File: config.mk
export PLATFORM = sky130hd
export DESIGN_NAME = usfc_core
export DESIGN_NICKNAME = d
export VERILOG_FILES = /design/src/design/usfc_pkg.sv /design/src/design/usfc_core.sv /design/src/design/usfc_flag_bank.sv /design/src/design/usfc_irq_gate.sv
export SDC_FILE = /design/constraint.sdc
export NUM_CORES = 1
export LEC_CHECK = 0
export BUFFER_PORTS_ARGS = -buffer_cell sky130_fd_sc_hd__buf_2
export CAP_MARGIN = 20
export CELL_PAD_IN_SITES_DETAIL_PLACEMENT = 1
export CELL_PAD_IN_SITES_GLOBAL_PLACEMENT = 2
export CORE_ASPECT_RATIO = 0.8
export CORE_UTILIZATION = 33
export DETAILED_ROUTE_END_ITERATION = 8
export GPL_TIMING_DRIVEN = 0
export PLACE_DENSITY = 0.94
export SYNTH_ARGS = -nofsm -noshare
export SYNTH_HDL_FRONTEND = slang
export SYNTH_HIERARCHICAL = 1
export SYNTH_SLANG_ARGS = --single-unit
File: constraint.sdc
create_clock -name core_clk -period 2.7 [get_ports core_clk]
set_input_delay 0.54 -clock core_clk [delete_from_list [all_inputs] [get_ports core_clk]]
set_output_delay 0.54 -clock core_clk [all_outputs]
set_load 0.02 [all_outputs]
File: src/design/usfc_pkg.sv
// usfc_pkg: shared offsets, bit positions, reset values and carriers
// for the serial status flag block; used by usfc_core and usfc_irq_gate.
package usfc_pkg;

  // register byte offsets on the plain register port
  localparam logic [7:0] OFS_INT_MASK = 8'h0c;
  localparam logic [7:0] OFS_MODE = 8'h10;
  localparam logic [7:0] OFS_COMMAND = 8'h18;
  localparam logic [7:0] OFS_STATUS = 8'h1c;
  localparam logic [7:0] OFS_FLAG_CLEAR = 8'h20;
  localparam logic [7:0] OFS_RX_WORD = 8'h24;
  localparam logic [7:0] OFS_TX_WORD = 8'h28;

  // status flag positions, shared by status, clear and mask layouts
  localparam int BIT_PARITY = 0;
  localparam int BIT_FRAMING = 1;
  localparam int BIT_NOISE = 2;
  localparam int BIT_OVERRUN = 3;
  localparam int BIT_IDLE = 4;
  localparam int BIT_RX_FULL = 5;
  localparam int BIT_TX_DONE = 6;
  localparam int BIT_TX_EMPTY = 7;
  localparam int BIT_LINE_BREAK = 8;
  localparam int BIT_CTS_CHANGE = 9;
  localparam int BIT_RX_TIMEOUT = 11;
  localparam int BIT_END_BLOCK = 12;
  localparam int BIT_ADDR_MATCH = 17;
  localparam int BIT_WAKEUP = 20;

  // command and mode register bits
  localparam int CMD_TX_FLUSH = 0;
  localparam int CMD_RX_FLUSH = 1;
  localparam int MODE_ERR_INT_EN = 0;
  localparam int MODE_MULTIBUF = 1;

  // bit groups
  localparam logic [31:0] CLEAR_MASK = 32'h0012_1b5f;
  localparam logic [31:0] FLAG_MASK = 32'h0012_1bff;
  localparam logic [31:0] ERROR_BITS = 32'h0000_000e;
  localparam logic [31:0] MASK_WMASK = 32'h0012_1bf1;

  // values after reset
  localparam logic [31:0] STATUS_RST = 32'h0000_0080;
  localparam logic [31:0] MASK_RST = 32'h0000_0000;
  localparam logic [1:0] MODE_RST = 2'h0;
  localparam logic IDLE_ARM_RST = 1'b1;

  // one register port request
  typedef struct packed {
    logic [7:0] addr;
    logic [31:0] wdata;
    logic wr;
    logic rd;
  } usfc_bus_s;

  // one-cycle events from the frame logic and line watchers
  typedef struct packed {
    logic tx_to_shift;
    logic tx_frame_done;
    logic rx_word_ready;
    logic idle_detect;
    logic noise_detect;
    logic desync_detect;
    logic break_char;
    logic sc_tx_mode;
    logic sc_retry_out;
    logic parity_mismatch;
    logic wakeup_event;
    logic addr_match_event;
    logic end_block_event;
    logic rx_timeout_event;
    logic cts_toggle;
    logic line_break_event;
  } usfc_evt_s;

endpackage : usfc_pkg

File: src/design/usfc_core.sv
// usfc_core: status flags, flag clear register, enables and the
// plain register port of the serial status block.
// assumes events are one-cycle pulses synchronous to core_clk and
// that the master never raises both strobes at once.
//
// Chosen here: the address-and-strobe port.
`timescale 1ns/100ps

module usfc_core #(
  parameter int DATA_W = 9
) (
  input wire logic core_clk,
  input wire logic srst,
  input wire usfc_pkg::usfc_bus_s bus,
  output logic [31:0] rd_data,
  input wire usfc_pkg::usfc_evt_s evt,
  input wire logic [DATA_W-1:0] rx_shift_word,
  output logic [DATA_W-1:0] tx_word,
  output logic tx_word_load,
  output logic tx_buffer_empty,
  output logic rx_buffer_full,
  output logic irq
);

  typedef struct packed {
    logic [31:0] int_mask;
    logic [1:0] mode;
    logic idle_armed;
    logic [DATA_W-1:0] rx_word;
    logic [DATA_W-1:0] tx_word;
    logic tx_load;
    logic [31:0] rd_data;
  } usfc_core_st_s;

  localparam usfc_core_st_s CORE_RST = '{
    int_mask: usfc_pkg::MASK_RST,
    mode: usfc_pkg::MODE_RST,
    idle_armed: usfc_pkg::IDLE_ARM_RST,
    default: '0
  };

  usfc_core_st_s st_reg;
  usfc_core_st_s st_next;
  logic [31:0] status;
  logic [31:0] set_v;
  logic [31:0] clr_v;
  logic clr_wr;
  logic cmd_wr;
  logic tx_flush;
  logic rx_flush;
  logic rx_read;
  logic tx_write;
  logic rx_move;

  if (DATA_W < 1 || DATA_W > 32) begin : g_data_chk
    $error("data width out of range");
  end

  // address match for one strobe
  function automatic logic hit(
    input logic strobe,
    input logic [7:0] addr,
    input logic [7:0] ofs
  );
    return strobe && (addr == ofs);
  endfunction : hit

  // strobe decodes
  assign clr_wr = hit(bus.wr, bus.addr, usfc_pkg::OFS_FLAG_CLEAR);
  assign cmd_wr = hit(bus.wr, bus.addr, usfc_pkg::OFS_COMMAND);
  assign tx_write = hit(bus.wr, bus.addr, usfc_pkg::OFS_TX_WORD);
  assign rx_read = hit(bus.rd, bus.addr, usfc_pkg::OFS_RX_WORD);
  assign tx_flush = cmd_wr && bus.wdata[usfc_pkg::CMD_TX_FLUSH];
  assign rx_flush = cmd_wr && bus.wdata[usfc_pkg::CMD_RX_FLUSH];

  // word moves only into an empty buffer
  assign rx_move = evt.rx_word_ready && !status[usfc_pkg::BIT_RX_FULL];

  // hardware set terms for every flag
  always_comb begin
    set_v = 32'h0;
    set_v[usfc_pkg::BIT_TX_EMPTY] = evt.tx_to_shift | tx_flush;
    set_v[usfc_pkg::BIT_TX_DONE] = evt.tx_frame_done
                                   & status[usfc_pkg::BIT_TX_EMPTY];
    set_v[usfc_pkg::BIT_RX_FULL] = rx_move;
    set_v[usfc_pkg::BIT_IDLE] = evt.idle_detect & st_reg.idle_armed;
    set_v[usfc_pkg::BIT_OVERRUN] = evt.rx_word_ready
                                   & status[usfc_pkg::BIT_RX_FULL];
    set_v[usfc_pkg::BIT_NOISE] = evt.noise_detect;
    set_v[usfc_pkg::BIT_FRAMING] = evt.desync_detect | evt.break_char
      | (evt.sc_tx_mode & evt.sc_retry_out);
    set_v[usfc_pkg::BIT_PARITY] = evt.parity_mismatch;
    // upper flags, set logic lives outside this block
    set_v[usfc_pkg::BIT_LINE_BREAK] = evt.line_break_event;
    set_v[usfc_pkg::BIT_CTS_CHANGE] = evt.cts_toggle;
    set_v[usfc_pkg::BIT_RX_TIMEOUT] = evt.rx_timeout_event;
    set_v[usfc_pkg::BIT_END_BLOCK] = evt.end_block_event;
    set_v[usfc_pkg::BIT_ADDR_MATCH] = evt.addr_match_event;
    set_v[usfc_pkg::BIT_WAKEUP] = evt.wakeup_event;
  end

  // software clear terms
  always_comb begin
    clr_v = 32'h0;
    if (clr_wr) begin
      clr_v = bus.wdata & usfc_pkg::CLEAR_MASK;
    end
    clr_v[usfc_pkg::BIT_TX_EMPTY] = tx_write;
    clr_v[usfc_pkg::BIT_RX_FULL] = rx_read | rx_flush;
  end

  // status flag storage
  usfc_flag_bank #(
    .WIDTH(32),
    .KEEP(usfc_pkg::FLAG_MASK),
    .RST(usfc_pkg::STATUS_RST)
  ) u_flags (
    .core_clk(core_clk),
    .srst(srst),
    .set_v(set_v),
    .clr_v(clr_v),
    .flags(status)
  );

  // interrupt level
  usfc_irq_gate u_irq (
    .core_clk(core_clk),
    .srst(srst),
    .status(status),
    .int_mask(st_reg.int_mask),
    .mode(st_reg.mode),
    .irq(irq)
  );

  // next state: register writes, reads, rx capture, idle arming
  always_comb begin
    st_next = st_reg;
    st_next.tx_load = 1'b0;
    st_next.rd_data = 32'h0;
    // register writes
    if (bus.wr) begin
      if (bus.addr == usfc_pkg::OFS_INT_MASK) begin
        st_next.int_mask = bus.wdata & usfc_pkg::MASK_WMASK;
      end else if (bus.addr == usfc_pkg::OFS_MODE) begin
        st_next.mode = bus.wdata[1:0];
      end else if (bus.addr == usfc_pkg::OFS_TX_WORD) begin
        st_next.tx_word = bus.wdata[DATA_W-1:0];
        st_next.tx_load = 1'b1;
      end
    end
    // read mux, clear register reads zero
    if (bus.rd) begin
      if (bus.addr == usfc_pkg::OFS_STATUS) begin
        st_next.rd_data = status;
      end else if (bus.addr == usfc_pkg::OFS_INT_MASK) begin
        st_next.rd_data = st_reg.int_mask;
      end else if (bus.addr == usfc_pkg::OFS_MODE) begin
        st_next.rd_data = {30'h0, st_reg.mode};
      end else if (bus.addr == usfc_pkg::OFS_RX_WORD) begin
        st_next.rd_data = 32'(st_reg.rx_word);
      end else begin
        st_next.rd_data = 32'h0;
      end
    end
    if (rx_move) begin
      st_next.rx_word = rx_shift_word;
    end
    // rearm idle on fresh rx full
    if (set_v[usfc_pkg::BIT_RX_FULL]) begin
      st_next.idle_armed = 1'b1;
    end else if (set_v[usfc_pkg::BIT_IDLE]) begin
      st_next.idle_armed = 1'b0;
    end
  end

  // state register
  always_ff @(posedge core_clk) begin
    if (srst) begin
      st_reg <= CORE_RST;
    end else begin
      st_reg <= st_next;
    end
  end

  // outputs straight from flops
  assign rd_data = st_reg.rd_data;
  assign tx_word = st_reg.tx_word;
  assign tx_word_load = st_reg.tx_load;
  assign tx_buffer_empty = status[usfc_pkg::BIT_TX_EMPTY];
  assign rx_buffer_full = status[usfc_pkg::BIT_RX_FULL];

  a_tx_empty_write: assert property (
    @(posedge core_clk) disable iff (srst)
    (tx_write && !evt.tx_to_shift) |=>
      !status[usfc_pkg::BIT_TX_EMPTY])
    else $error("tx empty not cleared by write");

  a_tx_empty_flush: assert property (
    @(posedge core_clk) disable iff (srst)
    tx_flush |=> status[usfc_pkg::BIT_TX_EMPTY])
    else $error("tx empty not set by flush");

  a_tx_done_set: assert property (
    @(posedge core_clk) disable iff (srst)
    (evt.tx_frame_done && status[usfc_pkg::BIT_TX_EMPTY]) |=>
      status[usfc_pkg::BIT_TX_DONE])
    else $error("tx done not set");

  a_tx_done_clear: assert property (
    @(posedge core_clk) disable iff (srst)
    (clr_wr && bus.wdata[usfc_pkg::BIT_TX_DONE]
      && !set_v[usfc_pkg::BIT_TX_DONE]) |=>
      !status[usfc_pkg::BIT_TX_DONE])
    else $error("tx done not cleared");

  a_rx_word_move: assert property (
    @(posedge core_clk) disable iff (srst)
    rx_move |=> (status[usfc_pkg::BIT_RX_FULL]
      && (st_reg.rx_word == $past(rx_shift_word))))
    else $error("rx word not taken");

  a_rx_read_clear: assert property (
    @(posedge core_clk) disable iff (srst)
    (rx_read && !rx_move) |=> !status[usfc_pkg::BIT_RX_FULL])
    else $error("rx full not cleared by read");

  a_idle_one_shot: assert property (
    @(posedge core_clk) disable iff (srst)
    (!st_reg.idle_armed && !status[usfc_pkg::BIT_IDLE]
      && !rx_move) |=> !status[usfc_pkg::BIT_IDLE])
    else $error("idle set while disarmed");

  a_overrun_set: assert property (
    @(posedge core_clk) disable iff (srst)
    (evt.rx_word_ready && status[usfc_pkg::BIT_RX_FULL]) |=>
      (status[usfc_pkg::BIT_OVERRUN] && $stable(st_reg.rx_word)))
    else $error("overrun missed or word replaced");

  a_smartcard_frame: assert property (
    @(posedge core_clk) disable iff (srst)
    (evt.sc_tx_mode && evt.sc_retry_out) |=>
      status[usfc_pkg::BIT_FRAMING])
    else $error("retry exhaustion not flagged");

  a_clear_reads_zero: assert property (
    @(posedge core_clk) disable iff (srst)
    hit(bus.rd, bus.addr, usfc_pkg::OFS_FLAG_CLEAR) |=>
      (rd_data == 32'h0))
    else $error("clear register read not zero");

  a_read_one_cycle: assert property (
    @(posedge core_clk) disable iff (srst)
    !bus.rd |=> (rd_data == 32'h0))
    else $error("read data outside its cycle");

endmodule : usfc_core

File: src/design/usfc_flag_bank.sv
// usfc_flag_bank: sticky flags with per-bit set and clear vectors.
// assumes set and clear are one-cycle terms from the same clock domain.
`timescale 1ns/100ps
module usfc_flag_bank #(
  parameter int WIDTH = 32,
  parameter logic [WIDTH-1:0] KEEP = '1,
  parameter logic [WIDTH-1:0] RST = '0
) (
  input wire logic core_clk,
  input wire logic srst,
  input wire logic [WIDTH-1:0] set_v,
  input wire logic [WIDTH-1:0] clr_v,
  output logic [WIDTH-1:0] flags
);

  typedef struct packed {
    logic [WIDTH-1:0] flags;
  } usfc_bank_st_s;

  usfc_bank_st_s st_reg;
  usfc_bank_st_s st_next;
  logic [WIDTH-1:0] set_k;

  if (WIDTH < 1 || WIDTH > 32) begin : g_width_chk
    $error("flag bank width out of range");
  end

  assign set_k = set_v & KEEP;
  assign flags = st_reg.flags;

  always_comb begin
    st_next = st_reg;
    st_next.flags = ((st_reg.flags & ~clr_v) | set_k) & KEEP;
  end

  // flag storage
  always_ff @(posedge core_clk) begin
    if (srst) begin
      st_reg.flags <= RST & KEEP;
    end else begin
      st_reg <= st_next;
    end
  end

  a_set_wins_clear: assert property (
    @(posedge core_clk) disable iff (srst)
    (|set_k) |=> ((flags & $past(set_k)) == $past(set_k)))
    else $error("flag set lost");

  a_clear_one_bit: assert property (
    @(posedge core_clk) disable iff (srst)
    (|(clr_v & ~set_k & KEEP)) |=>
      ((flags & $past(clr_v) & ~$past(set_k)) == '0))
    else $error("flag not cleared");

endmodule : usfc_flag_bank

File: src/design/usfc_irq_gate.sv
// usfc_irq_gate: folds status flags and enables into one level interrupt.
// assumes status, mask and mode come from registers of the same clock.
`timescale 1ns/100ps
module usfc_irq_gate (
  input wire logic core_clk,
  input wire logic srst,
  input wire logic [31:0] status,
  input wire logic [31:0] int_mask,
  input wire logic [1:0] mode,
  output logic irq
);

  typedef struct packed {
    logic irq;
  } usfc_irq_st_s;

  usfc_irq_st_s st_reg;
  usfc_irq_st_s st_next;
  logic err_route;

  assign irq = st_reg.irq;
  assign err_route = mode[usfc_pkg::MODE_MULTIBUF] &
                     mode[usfc_pkg::MODE_ERR_INT_EN];

  always_comb begin
    st_next = st_reg;
    st_next.irq = (|(status & int_mask & ~usfc_pkg::ERROR_BITS))
      | (status[usfc_pkg::BIT_OVERRUN]
         & (int_mask[usfc_pkg::BIT_RX_FULL] | err_route))
      | ((status[usfc_pkg::BIT_NOISE] | status[usfc_pkg::BIT_FRAMING])
         & err_route);
  end

  // interrupt level register
  always_ff @(posedge core_clk) begin
    if (srst) begin
      st_reg.irq <= 1'b0;
    end else begin
      st_reg <= st_next;
    end
  end

  a_err_int_route: assert property (
    @(posedge core_clk) disable iff (srst)
    (status[usfc_pkg::BIT_NOISE] && err_route) |=> irq)
    else $error("noise interrupt missing");

  a_irq_quiet: assert property (
    @(posedge core_clk) disable iff (srst)
    (((status & int_mask) == 32'h0) && !err_route
      && !(status[usfc_pkg::BIT_OVERRUN]
           && int_mask[usfc_pkg::BIT_RX_FULL])) |=> !irq)
    else $error("interrupt without cause");

endmodule : usfc_irq_gate

## Word level (Yosys, flattened, before mapping)

Index checks and enable logic that the tools add are counted.
Widths: inputs -> output; s select.

| word-level totals | value |
|---|---|
| register bits after elaboration | 80 |
| output and inout port bits | 45 |

| operators by class | value |
|---|---|
| bitwise logic cells | 23 |
| reduce and logical (&&, ||, !) cells | 15 |
| muxes and demuxes | 6 |
| equality and inequality tests | 7 |

Operator list:

| operator | count |
|---|---|
| $mux 21 | 3 |
| $and 21x21->21 | 2 |
| $reduce_or 29->1 | 1 |
| $eq 8x5->1 const B | 3 |
| $eq 8x6->1 const B | 3 |
| $not 21->21 | 1 |
| $or 21x21->21 | 1 |
| $mux 9 | 2 |
| $eq 8x4->1 const B | 1 |
| $or 1x1->1 | 8 |
| $and 1x1->1 | 7 |
| $logic_and 1x1->1 | 7 |
| $not 1->1 | 4 |
| $reduce_and 4->1 | 1 |
| $reduce_or 2->1 | 2 |
| $reduce_or 4->1 | 1 |
| $reduce_and 3->1 | 1 |
| $reduce_and 2->1 | 1 |
| $logic_not 1->1 | 1 |
| $mux 1 | 1 |

## Longest topological paths before layout

| depth | value |
|---|---|
| depth in word-level cells | 7 |
| mapped depth | 6 |

## Cells and area by module

Netlist, hierarchy kept.

By module, submodules not included:

| module | seq. area each (um2) | area each (um2) | cells an instance | instances |
|---|---|---|---|---|
| usfc_core | 1301.2 | 2984.1 | 328 | 1 |
| usfc_flag_bank | 280.3 | 638.1 | 76 | 1 |
| usfc_irq_gate | 20.0 | 187.7 | 24 | 1 |

## Worst setup path after synthesis

No wires, ideal clock.

| timing | value |
|---|---|
| path type | input port to flip-flop |
| from | input port bus[38] (netlist bit) |
| to | register u_flags/flags[12] (netlist name) |
| required time | 2584 ps |
| path buffers | 1 |
| data arrival time | 1827 ps |
| path slack | 758 ps |
| library setup time | 116 ps |
| stages | 6 |
| cells stage by stage | or4b_1 > nor3_1 > clkbuf_1 > and2_1 > nand2b_1 > a21oi_1 |

| between the ends | value |
|---|---|
| word-level cells in the longest chain between the ends | 6 |

RTL lines:

| element | line | RTL |
|---|---|---|
| start: declaration | usfc_core.sv:14 | `input wire usfc_pkg::usfc_bus_s bus,` |
| $eq 8x6->1 | usfc_core.sv:65 | `return strobe && (addr == ofs);` |
| $logic_and 1x1->1 | usfc_core.sv:65 |  |
| $mux 21 | usfc_core.sv:105 | `if (clr_wr) begin` |
| via clr_v[12] | usfc_core.sv:46 | `logic [31:0] clr_v;` |
| $not 21->21 | usfc_flag_bank.sv:33 | `st_next.flags = ((st_reg.flags & ~clr_v) \| set_k) & KEEP;` |
| $and 21x21->21 | usfc_flag_bank.sv:33 |  |
| $or 21x21->21 | usfc_flag_bank.sv:33 |  |

The timed path passes the listed nets, and every way through them passes these cells.
A chain may end at the register's enable or synchronous reset.

## Final worst setup path

| timing | value |
|---|---|
| from | input port bus[41] (netlist bit) |
| to | register u_flags/flags[3] (netlist name) |

| between the ends | value |
|---|---|
| word-level cells in the longest chain between the ends | 6 |

RTL lines:

| element | line |
|---|---|
| $eq 8x6->1 | usfc_core.sv:65 |
| $logic_and 1x1->1 | usfc_core.sv:65 |
| $mux 21 | usfc_core.sv:105 |
| via clr_v[3] | usfc_core.sv:46 |
| $not 21->21 | usfc_flag_bank.sv:33 |
| $and 21x21->21 | usfc_flag_bank.sv:33 |
| $or 21x21->21 | usfc_flag_bank.sv:33 |

The timed path passes the listed nets, and every way through them passes these cells.

==> results.sh <==
export IMPL_critical_path_slowest_cell="or4b_1"
export IMPL_hold_violations=0
export IMPL_place_port_buffers=95
export IMPL_synth_most_common_cell="dfxtp_1"
export IMPL_drt_first_pass_iters=8
export IMPL_ioPinCount=114
export IMPL_synth_compound_area_share=0.199
export IMPL_largest_register_ffs=32
export IMPL_netlist_cell_type_count=43
export IMPL_synth_largest_area_cell="dfxtp_1"
export IMPL_maxSlewHeadroom=0.310
export IMPL_clock_latency_ns=0.34
export IMPL_worst_r2r_endpoint="st_reg[45]"
export IMPL_synth_ff_latch_count=80
export IMPL_power_static_leakage_nw=2.21
export IMPL_synth_cells_most_frequent="80 x dfxtp_1, 59 x buf_4, 51 x a21oi_1, 33 x and2_1, 31 x nand4_1"
export IMPL_sw_share=0.231
export IMPL_globalRoute_totalOverflow=0
export IMPL_reg2reg_depth=4
export IMPL_critPathCaptureType="register"
export IMPL_arrival_time_of_the_worst_setup_path_ns=2.45
export IMPL_synth_area_top_cells="dfxtp_1 42%, buf_4 12%, a21oi_1 6.7%, and2_1 5.4%, nand4_1 5.1%"
export IMPL_detail_route_wl_per_cell_um=16.7
export IMPL_synthAdderAreaFrac=0
export IMPL_internal_power_mw=2.11
export IMPL_worst_ir_drop_vdd_mv=0.335
export IMPL_dp_hpwl_um=9010
export IMPL_netlist_area_leader_share=0.420
export IMPL_power_density_mw_per_mm2=559
export IMPL_combPwrFrac=0.086
export IMPL_synth_xor_xnor_area_share=0
export IMPL_drc_violations_left=0
export IMPL_ff2ff_setup_slack_ns=1.31
export IMPL_crit_path_max_incr_delay_ns=0.57
export IMPL_tritoncts="built"
export IMPL_syn_instance_count=428
export IMPL_vias=3644
export IMPL_antenna_diode_count=0
export IMPL_post_cts_resize_count=0
export IMPL_design_core_area_mm2=0.0111
export IMPL_grt_antenna_before_repair=0
export IMPL_yosys_area_share_simple=0.208
export IMPL_timing_hold_worst_class="in -> reg"
export IMPL_synth_seq_area_share=0.420
export IMPL_cp_required_ns=2.93
export IMPL_clock_skew_ns=0.00637
export IMPL_fin_nets=637
export IMPL_seqPwrFrac=0.448
export IMPL_min_period_ns=2.21
export IMPL_place_worst_setup_slack_ns=0.0768
export IMPL_die_width_um=122
export IMPL_setup_tns_final_ns=0
export IMPL_cts_inserted_buffers=9
export IMPL_synth_edff_count=0
export IMPL_drv_cap=0
export IMPL_gr_usage_all_layers=0.213
export IMPL_timing_critical_path_cells="buf_2 -> or4b_1 -> nor3_1 -> clkbuf_1 -> and2_1 -> nand2b_1 -> a21oi_1"
export IMPL_postRouteAntennaNets=0
export IMPL_finalCritPeriodShare=0.820
export IMPL_finalSetupViolations=0
export IMPL_fraction_of_layout_instances_using_a_drive_strength_above_1=0.316
export IMPL_clock_fmax_mhz=452
export IMPL_drt_total_wl_um=12000
export IMPL_die_y_um=98.1
export IMPL_p_clk_frac=0.467
export IMPL_max_slew_worst_pin_slew_ns=1.03
export IMPL_maxSlewViolCount=0
export IMPL_postSynthAreaPerCell_um2=8.90
export IMPL_grt_pass1_vias=3731
export IMPL_ys_flop_type="dfxtp_1"
export IMPL_critPathLaunchType="input pin"
export IMPL_synth_cell_area_mm2=0.00381
export IMPL_critical_path_class="in -> reg"
export IMPL_routabilityCongestion=0.850
export IMPL_holdBufCountCts=0
export IMPL_ctsLongestPathBuffers=2
export IMPL_clkTransAtPathRegs_ns=0.06
export IMPL_wire_length_of_the_first_global_routing_pass_um=19300
export IMPL_synth_mux_area_frac=0.00296
export IMPL_yosys_warnings=6
export IMPL_critPathLaunch="bus[41]"
export IMPL_setup_repair_after_global_routing_missed_its_margin="false"
export IMPL_critical_path_max_fanout=10
export IMPL_first_iter_violations=216
export IMPL_switchingPower_mw=0.634
export IMPL_setup_slack_ns=0.485
export IMPL_clk_root_buffer_cell="clkbuf_16"
export IMPL_design_die_area_mm2=0.0120
export IMPL_floorplan_initialDensity=0.344
export IMPL_synth_async_sr_flop_share=0
export IMPL_post_cts_setup_inserts=0
export IMPL_pin_count_of_the_biggest_net_entering_global_routing=13
export IMPL_run_status="finished clean"
export IMPL_tritoncts_num_sinks=80
export IMPL_reg2reg_from="u_flags/flags[5]"
export IMPL_synth_top_family_by_area="simple AND/OR/NAND/NOR gates"
export IMPL_ctsHtreeMaxLevel=3
export IMPL_critical_path_endpoint="u_flags/flags[3]"
export IMPL_areaGrowthSynthToFinish_pct=28.9
export IMPL_via_to_cell_ratio=5.08
export IMPL_rows=34
per-stage QoR:
stage               cell area, um2  instances  hold WS (ns)  power (mW)   util
finish                        4910        717         0.433        2.74  0.444
global route                  4910        717         0.428        2.85  0.444
CTS                           4910        717         0.423        2.77  0.444
detailed placement            4590        701         0.460        1.48  0.415
global placement              4590        701         0.438        1.47  0.415
floorplan                     3940        462         0.429        1.38      -
worst max-delay path: cells and delay by family:
family                 cells  cell delay [ns]
AOI/OAI and AO/OA          1             0.06
buffers and inverters      2             0.59
and+or+nand+nor            4             1.26
how the worst min path moves through the flow:
stage                           from           endpoint  slack [ns]  cells past startpoint
after global routing          evt[5]  u_flags/flags[20]        0.43                      3
after floorplan           st_reg[51]         st_reg[51]        0.43                      2
after global placement    st_reg[51]         st_reg[51]        0.44                      2
final                         evt[6]   u_flags/flags[0]        0.43                      3
after CTS                     evt[6]   u_flags/flags[0]        0.42                      3
after detailed placement  st_reg[48]         st_reg[48]        0.46                      2
area by class of cell:
| cell class | count | area (um2) |
|---|---|---|
| tap | 144 | 180 |
| fill | 1366 | 6150 |
| buffer | 86 | 577 |
| multi-input combinational | 279 | 1700 |
| sequential | 80 | 1600 |
| clock buffer | 14 | 284 |
| timing repair buffer | 95 | 475 |
| clock inverter | 2 | 35.0 |
| inverter | 17 | 63.8 |
power groups by stage:
stage / combinational [mW] / sequential (mW) / clock, mW
detailed placement: 0.227 / 1.25 / 0
finish: 0.235 / 1.23 / 1.28
CTS: 0.229 / 1.23 / 1.31
floorplan: 0.129 / 1.25 / 0
global placement: 0.219 / 1.25 / 0
global route: 0.260 / 1.23 / 1.36
cells by family after synthesis:
family | Yosys count
other | 2
buffers and inverters | 103
AO/OA/AOI/OAI | 114
multiplexers | 1
AND/OR/NAND/NOR | 128
flip-flops | 80
routing by layer:
layer	GRT usage	up-vias	part of all wire
li1	-	1724	-
met3	0.0567	24	0.069
met1	0.281	1752	0.45
met5	0	-	0
met4	0.0741	0	0.017
met2	0.332	144	0.46
cell usage in the layout (no fill, tap or decap), types with 4 or more instances in the layout:
cell type,instances
buf_2,97
dfxtp_1,80
buf_4,59
a21oi_1,51
conb_1,36
and2_1,33
nand4_1,31
nand2_1,21
clkbuf_1,20
nand2b_1,16
o31ai_1,16
inv_1,16
a22oi_1,13
o41ai_1,11
clkbuf_16,9
a22o_1,6
o211ai_1,6
nor3_1,5
buf_6,4
nor2b_1,4
clkbuf_8,4
Power figures use the tool's default switching activity.
